### config.mk
export PLATFORM = sky130hd
export DESIGN_NAME = rtc_regs
export DESIGN_NICKNAME = d
export VERILOG_FILES = /design/src/rtc_pkg.sv /design/src/rtc_regs.sv
export VERILOG_INCLUDE_DIRS = /design/src
export SDC_FILE = /design/constraint.sdc
export NUM_CORES = 1
export LEC_CHECK = 0
export ABC_CLOCK_PERIOD_IN_PS = 2810
export BUFFER_PORTS_ARGS = -buffer_cell sky130_fd_sc_hd__buf_2
export CAP_MARGIN = 20
export CORE_MARGIN = 2
export CORE_UTILIZATION = 30
export CTS_CLUSTER_SIZE = 16
export DETAILED_ROUTE_END_ITERATION = 10
export PLACE_DENSITY = 0.63
export SLEW_MARGIN = 0
export SYNTH_ARGS = -nofsm -noshare
export SYNTH_HDL_FRONTEND = slang
export SYNTH_SLANG_ARGS = --single-unit
### constraint.sdc
create_clock -name clk -period 2.81 [get_ports clk]
set_input_delay 0 -clock clk [delete_from_list [all_inputs] [get_ports clk]]
set_output_delay 0 -clock clk [all_outputs]
set_load 0.1 [all_outputs]
### src/rtc_defs.svh
// Register offsets, field positions, reset values and decode constants of the trim registers.
`ifndef RTC_DEFS_SVH
`define RTC_DEFS_SVH
`define RTC_ADDR_OFFSET         8'hD4
`define RTC_ADDR_LOCKOUT        8'hD6
`define RTC_ADDR_TRACK          8'hD7
`define RTC_OFS_SEL_BIT         7
`define RTC_OFS_TRIM_HI         6
`define RTC_OFS_TRIM_LO         5
`define RTC_UV_HI               2
`define RTC_UV_LO               0
`define RTC_GW_BIT              7
`define RTC_SPARE_BIT           6
`define RTC_BYP_BIT             4
`define RTC_TGT_HI              3
`define RTC_TGT_LO              0
`define RTC_RST_OFS_SEL         1'h1
`define RTC_RST_OFS_TRIM        2'h0
`define RTC_RST_UV              3'h5
`define RTC_RST_GW              1'h1
`define RTC_RST_SPARE           1'h0
`define RTC_RST_BYP             1'h0
`define RTC_RST_TGT             4'hF
`define RTC_TRIM_STEP_MV        8'h02
`define RTC_TGT_BASE_MV         11'h1F4
`define RTC_TGT_STEP_MV         11'h032
`define RTC_UV_DEFAULT_MV       14'h27D8
`endif

### src/rtc_pkg.sv
// Types shared by the trim register bank.
package rtc_pkg;
  typedef logic [7:0] rtc_byte_t;
endpackage

### src/rtc_regs.sv
// Configuration register bank for loop offset, supply lockout, good window and tracking.
`include "rtc_defs.svh"

module rtc_regs (
  input  wire logic              clk,
  input  wire logic              arst_n,
  input  wire logic              clk_en,
  input  wire logic [7:0]        reg_addr,
  input  wire logic              reg_wr,
  input  wire rtc_pkg::rtc_byte_t reg_wdata,
  output rtc_pkg::rtc_byte_t     reg_rdata,
  output logic                   reg_hit,
  input  wire logic              tracking_input_valid,
  input  wire logic              switch_request,
  output logic                   switch_enable,
  output logic                   offset_scheme_select,
  output logic [1:0]             offset_trim_code,
  output logic [3:0]             offset_added_mv,
  output logic [2:0]             lockout_threshold_code,
  output logic [13:0]            lockout_threshold_mv,
  output logic                   good_window_select,
  output logic [5:0]             good_window_high_pct,
  output logic [5:0]             good_window_low_pct,
  output logic                   user_flag_output,
  output logic                   track_gate_bypass,
  output logic [3:0]             track_target_code,
  output logic [10:0]            track_target_mv
);
  logic       ofs_sel;
  logic [1:0] ofs_trim;
  logic [2:0] uv_code;
  logic       gw_sel;
  logic       spare;
  logic       byp;
  logic [3:0] tgt;
  logic       next_ofs_sel;
  logic [1:0] next_ofs_trim;
  logic [2:0] next_uv_code;
  logic       next_gw_sel;
  logic       next_spare;
  logic       next_byp;
  logic [3:0] next_tgt;
  logic       trk_s1;
  logic       trk_s2;
  logic       trk_s3;
  logic       trk_ok;
  logic       next_trk_ok;

  // Host writes update only writable fields; other bits are dropped.
  always_comb begin
    next_ofs_sel  = ofs_sel;
    next_ofs_trim = ofs_trim;
    next_uv_code  = uv_code;
    next_gw_sel   = gw_sel;
    next_spare    = spare;
    next_byp      = byp;
    next_tgt      = tgt;
    if (reg_wr) begin
      case (reg_addr)
        `RTC_ADDR_OFFSET: begin
          next_ofs_sel  = reg_wdata[`RTC_OFS_SEL_BIT];
          next_ofs_trim = reg_wdata[`RTC_OFS_TRIM_HI:`RTC_OFS_TRIM_LO];
        end
        `RTC_ADDR_LOCKOUT: begin
          next_uv_code = reg_wdata[`RTC_UV_HI:`RTC_UV_LO];
        end
        `RTC_ADDR_TRACK: begin
          next_gw_sel = reg_wdata[`RTC_GW_BIT];
          next_spare  = reg_wdata[`RTC_SPARE_BIT];
          next_byp    = reg_wdata[`RTC_BYP_BIT];
          next_tgt    = reg_wdata[`RTC_TGT_HI:`RTC_TGT_LO];
        end
        default: begin
          next_ofs_sel = ofs_sel;
        end
      endcase
    end
  end

  always_ff @(posedge clk or negedge arst_n) begin
    if (!arst_n) begin
      ofs_sel  <= `RTC_RST_OFS_SEL;
      ofs_trim <= `RTC_RST_OFS_TRIM;
      uv_code  <= `RTC_RST_UV;
      gw_sel   <= `RTC_RST_GW;
      spare    <= `RTC_RST_SPARE;
      byp      <= `RTC_RST_BYP;
      tgt      <= `RTC_RST_TGT;
    end else if (clk_en) begin
      ofs_sel  <= next_ofs_sel;
      ofs_trim <= next_ofs_trim;
      uv_code  <= next_uv_code;
      gw_sel   <= next_gw_sel;
      spare    <= next_spare;
      byp      <= next_byp;
      tgt      <= next_tgt;
    end
  end

  // The tracking comparator comes from the analog side, so it is synchronised.
  always_comb begin
    next_trk_ok = trk_ok;
    if (trk_s2 == trk_s3) begin
      next_trk_ok = trk_s3;
    end
  end

  always_ff @(posedge clk or negedge arst_n) begin
    if (!arst_n) begin
      trk_s1 <= 1'h0;
      trk_s2 <= 1'h0;
      trk_s3 <= 1'h0;
      trk_ok <= 1'h0;
    end else if (clk_en) begin
      trk_s1 <= tracking_input_valid;
      trk_s2 <= trk_s1;
      trk_s3 <= trk_s2;
      trk_ok <= next_trk_ok;
    end
  end

  // Read-back assembles fields with zeros in unused positions.
  always_comb begin
    reg_hit   = 1'h0;
    reg_rdata = 8'h00;
    case (reg_addr)
      `RTC_ADDR_OFFSET: begin
        reg_hit   = 1'h1;
        reg_rdata = {ofs_sel, ofs_trim, 5'h00};
      end
      `RTC_ADDR_LOCKOUT: begin
        reg_hit   = 1'h1;
        reg_rdata = {5'h00, uv_code};
      end
      `RTC_ADDR_TRACK: begin
        reg_hit   = 1'h1;
        reg_rdata = {gw_sel, spare, 1'h0, byp, tgt};
      end
      default: begin
        reg_rdata = 8'h00;
      end
    endcase
  end

  // Decoded settings for the analog circuits.
  always_comb begin
    offset_added_mv = 4'h0;
    if (!ofs_sel) begin
      offset_added_mv = 4'({2'h0, ofs_trim} * `RTC_TRIM_STEP_MV);
    end
    case (uv_code)
      3'h4:    lockout_threshold_mv = 14'hAF0;
      3'h5:    lockout_threshold_mv = 14'h109A;
      3'h6:    lockout_threshold_mv = 14'h1770;
      3'h7:    lockout_threshold_mv = 14'h1FA4;
      default: lockout_threshold_mv = `RTC_UV_DEFAULT_MV;
    endcase
    if (gw_sel) begin
      good_window_high_pct = 6'h14;
      good_window_low_pct  = 6'h20;
    end else begin
      good_window_high_pct = 6'h10;
      good_window_low_pct  = 6'h10;
    end
    track_target_mv = 11'(`RTC_TGT_BASE_MV + {7'h00, tgt} * `RTC_TGT_STEP_MV);
  end

  assign offset_scheme_select   = ofs_sel;
  assign offset_trim_code       = ofs_trim;
  assign lockout_threshold_code = uv_code;
  assign good_window_select     = gw_sel;
  assign user_flag_output       = spare;
  assign track_gate_bypass      = byp;
  assign track_target_code      = tgt;
  assign switch_enable          = switch_request && (byp || trk_ok);
endmodule // rtc_regs

==> reports/qor.yml <==
critical_path_class: "flip-flop to primary output"
gp_congestion: 0.823
flip_flop_cell_with_the_highest_count_after_synthesis: "sky130_fd_sc_hd__dfrtp_1"
most_common_cell_after_layout_fill_and_taps_aside: "sky130_fd_sc_hd__buf_2"
timing.clock.skew_ns: 0.000489
drt_first_iter_violations: 14
grt_max_degree: 18
synthToLayoutAreaGrowth_pct: 43.6
clock-root-buffer: "sky130_fd_sc_hd__clkbuf_8"
layoutNonFillerInstCount: 279
yosysSeqAreaShare_pct: 30.7
vias_in_the_first_global_route: 1045
global_route_usage_over_all_layers_pct: 12.2
clock_path_buffers: 2
dpl.cell_count: 263
port-buffer-count: 72
post_dp_cell_area_um2: 1870
remaining_routing_drc_violations: 0
dp_worst_setup_slack_ns: 0.270
viasPerCell: 4.34
worstHoldPathType: "input port to flip-flop"
synth_warnings: 0
power_density_nw_per_um2: 445
wirelength_um: 3200
finish.net_count: 258
synth_enable_flop_cells: 0
timing.rr.start: "track_target_code[2]$_DFFE_PN1P_"
max_cap_viol_count: 0
avgSynthCellArea_um2: 9.64
p_comb_share_pct: 49.5
clkTransAtPathRegs_ns: 0.06
share_of_yosys_cell_area_claimed_by_the_top_area_cell_type_pct: 15.9
critical_path.startpoint: "track_target_code[2]$_DFFE_PN1P_"
synth_cell_type_count: 37
yosys-top-cells-area: "sky130_fd_sc_hd__dfrtp_1, sky130_fd_sc_hd__dfstp_2, sky130_fd_sc_hd__mux2_2, sky130_fd_sc_hd__buf_4, sky130_fd_sc_hd__ha_1"
report.final.setup_viol: 0
grt_setup_unrepaired: "false"
totalPowerFinal_w: 0.000905
worst_ep_required_time_ns: 2.81
grt_remaining_overflow: 0
mappedNetlistArea_um2: 1420
fp.dieArea_um2: 5290
floorplan.die.height_um: 72.7
internal-power_w: 0.000467
initial_core_util_pct: 30.6
floorplan.rows: 25
post-route-min-period_ns: 2.67
netSwitchingFraction_pct: 48.4
clockPowerShare_pct: 19.6
cts_buffers: 3
detailedRoute.firstPassIterationCount: 4
layout-drive-gt1-share_pct: 55.1
achievable-frequency_mhz: 374
setup.worst_path.end_class: "primary output"
boundaryPins: 86
setup.worst_path.start_class: "flip-flop"
hp-start: "reg_wdata[2]"
tritoncts: "built"
post-dp-hpwl_um: 2640
core-area_um2: 4630
grt_antenna_before_repair: 0
synth_cells: 147
layout.cells.most_common_list: "sky130_fd_sc_hd__buf_2, sky130_fd_sc_hd__mux2_2, sky130_fd_sc_hd__conb_1"
dr_total_vias: 1211
num_antenna_cells: 0
post-synth-top-area-cell: "sky130_fd_sc_hd__dfrtp_1"
post_drt_wl_per_cell_um: 11.5
crit_path_max_fanout: 6
worstSkewPairLatency_ns: 0.25
final_hold_viol_count: 0
postLayoutSetupSlackWorst_ns: 0.139
slew_headroom_pct: 66.2
cts.htree.levels: 1
outcome: "complete, no violations"
synthArstFlopShare_pct: 100
die-width_um: 72.7
cts_num_sinks: 17
power.switching_w: 0.000438
cp_data_arrival_time_ns: 2.67
finalInstanceArea_um2: 2040
worst_ir_drop_vdd_mv: 0.529
seqPwrFrac_pct: 30.9
final_max_slew_viol_count: 0
ys_seq_elements: 17
timing_worst_slew_pin_value_ns: 0.504
postRouteAntennaNets: 0
grt_first_pass_wirelength_um: 5090
power.leakage_nw: 1.02
final.period_utilization_pct: 95.1
-- power by group through the flow --
stage                     logic (W)  registers (W)  clock network (W)
final                      0.000448       0.000280           0.000177
after global routing       0.000464       0.000283           0.000198
after CTS                  0.000447       0.000280           0.000186
after detailed placement   0.000437       0.000284                  0
after global placement     0.000436       0.000284                  0
after floorplan            0.000342       0.000317                  0
-- metal layers --
layer	vias up	wire length, um	global-route usage [%]
met5	-	0	0
met4	0	10	1.85
met3	2	181	3.04
met2	37	1520	19.2
met1	557	1490	17.3
li1	615	-	-
-- path summary, 6_finish.rpt --
check	endpoint	slack, ns	depth (start not counted)
max	track_target_mv[10]	0.14	8
min	lockout_threshold_code[2]$_DFFE_PN1P_	0.01	2
max reg2reg	track_target_code[2]$_DFFE_PN1P_	1.87	2
min reg2reg	trk_s2$_DFFE_PN0P_	0.51	1
max in group asynchronous	track_target_code[3]$_DFFE_PN1P_	2.30	2
min in group asynchronous	track_gate_bypass$_DFFE_PN0P_	0.20	2
-- area by class of cell --
type	count	area, um2
Timing Repair Buffer	84	512
Tap cell	54	67.6
Sequential cell	17	443
Fill cell	461	2590
Clock buffer	4	45.0
Inverter	12	52.6
Multi-Input combinational cell	108	916
-- what timing repair did --
action,4_1_cts,5_1_grt
hold buffers,8,1
hold endpoints to repair,24,1
setup endpoints to repair,1,4
pin swaps,0,2
resized for setup,1,4
setup buffers,0,3
-- critical path, cell delays in order (launching register included) --
cell and delay (ns):
sky130_fd_sc_hd__dfstp_4 0.64, sky130_fd_sc_hd__inv_1 0.05, sky130_fd_sc_hd__ha_1 0.33, sky130_fd_sc_hd__nor2b_1 0.13
sky130_fd_sc_hd__ha_1 0.24, sky130_fd_sc_hd__or3_1 0.39, sky130_fd_sc_hd__and2_2 0.25, sky130_fd_sc_hd__a31o_2 0.22
sky130_fd_sc_hd__buf_6 0.18
-- cell usage after synthesis, drive strengths merged (4+ instances only) --
| master | instances |
|---|---|
| a21oi | 9 |
| dfrtp | 9 |
| and2 | 4 |
| nand2 | 7 |
| dfstp | 8 |
| mux2 | 16 |
| xor2 | 5 |
| buf | 18 |
| nand3 | 5 |
| ha | 9 |
| nor2 | 10 |
| inv | 12 |
-- registers in the layout, indices dropped and copies added, names as in the netlist --
name / count
lockout_threshold_code: 3
offset_trim_code: 2
trk_ok: 1
offset_scheme_select: 1
user_flag_output: 1
good_window_select: 1
trk_s2: 1
trk_s1: 1
track_gate_bypass: 1
trk_s3: 1
track_target_code: 4
-- metrics by stage --
| step | hold slack, ns | util (%) | TNS (ns) |
|---|---|---|---|
| 2_1_floorplan | -0.296 | - | -0.549 |
| 3_3_place_gp | -0.0575 | 40.4 | 0 |
| 3_5_place_dp | -0.0609 | 40.4 | 0 |
| 4_1_cts | 0.00181 | 43.1 | 0 |
| 5_1_grt | 0.00710 | 44.0 | 0 |
| 6_report | 0.0120 | 44.0 | 0 |
-- cells by family after synthesis --
group	after synthesis	synth area share (%)
xor+xnor	9	6.53
other cells	2	0.530
mux	19	14.8
compound gates	13	5.21
buf+inv	33	13.3
simple gates	44	19.5
flops	17	30.7
fa+ha+maj	10	9.36
No activity file was read; power rests on OpenSTA's default activity.
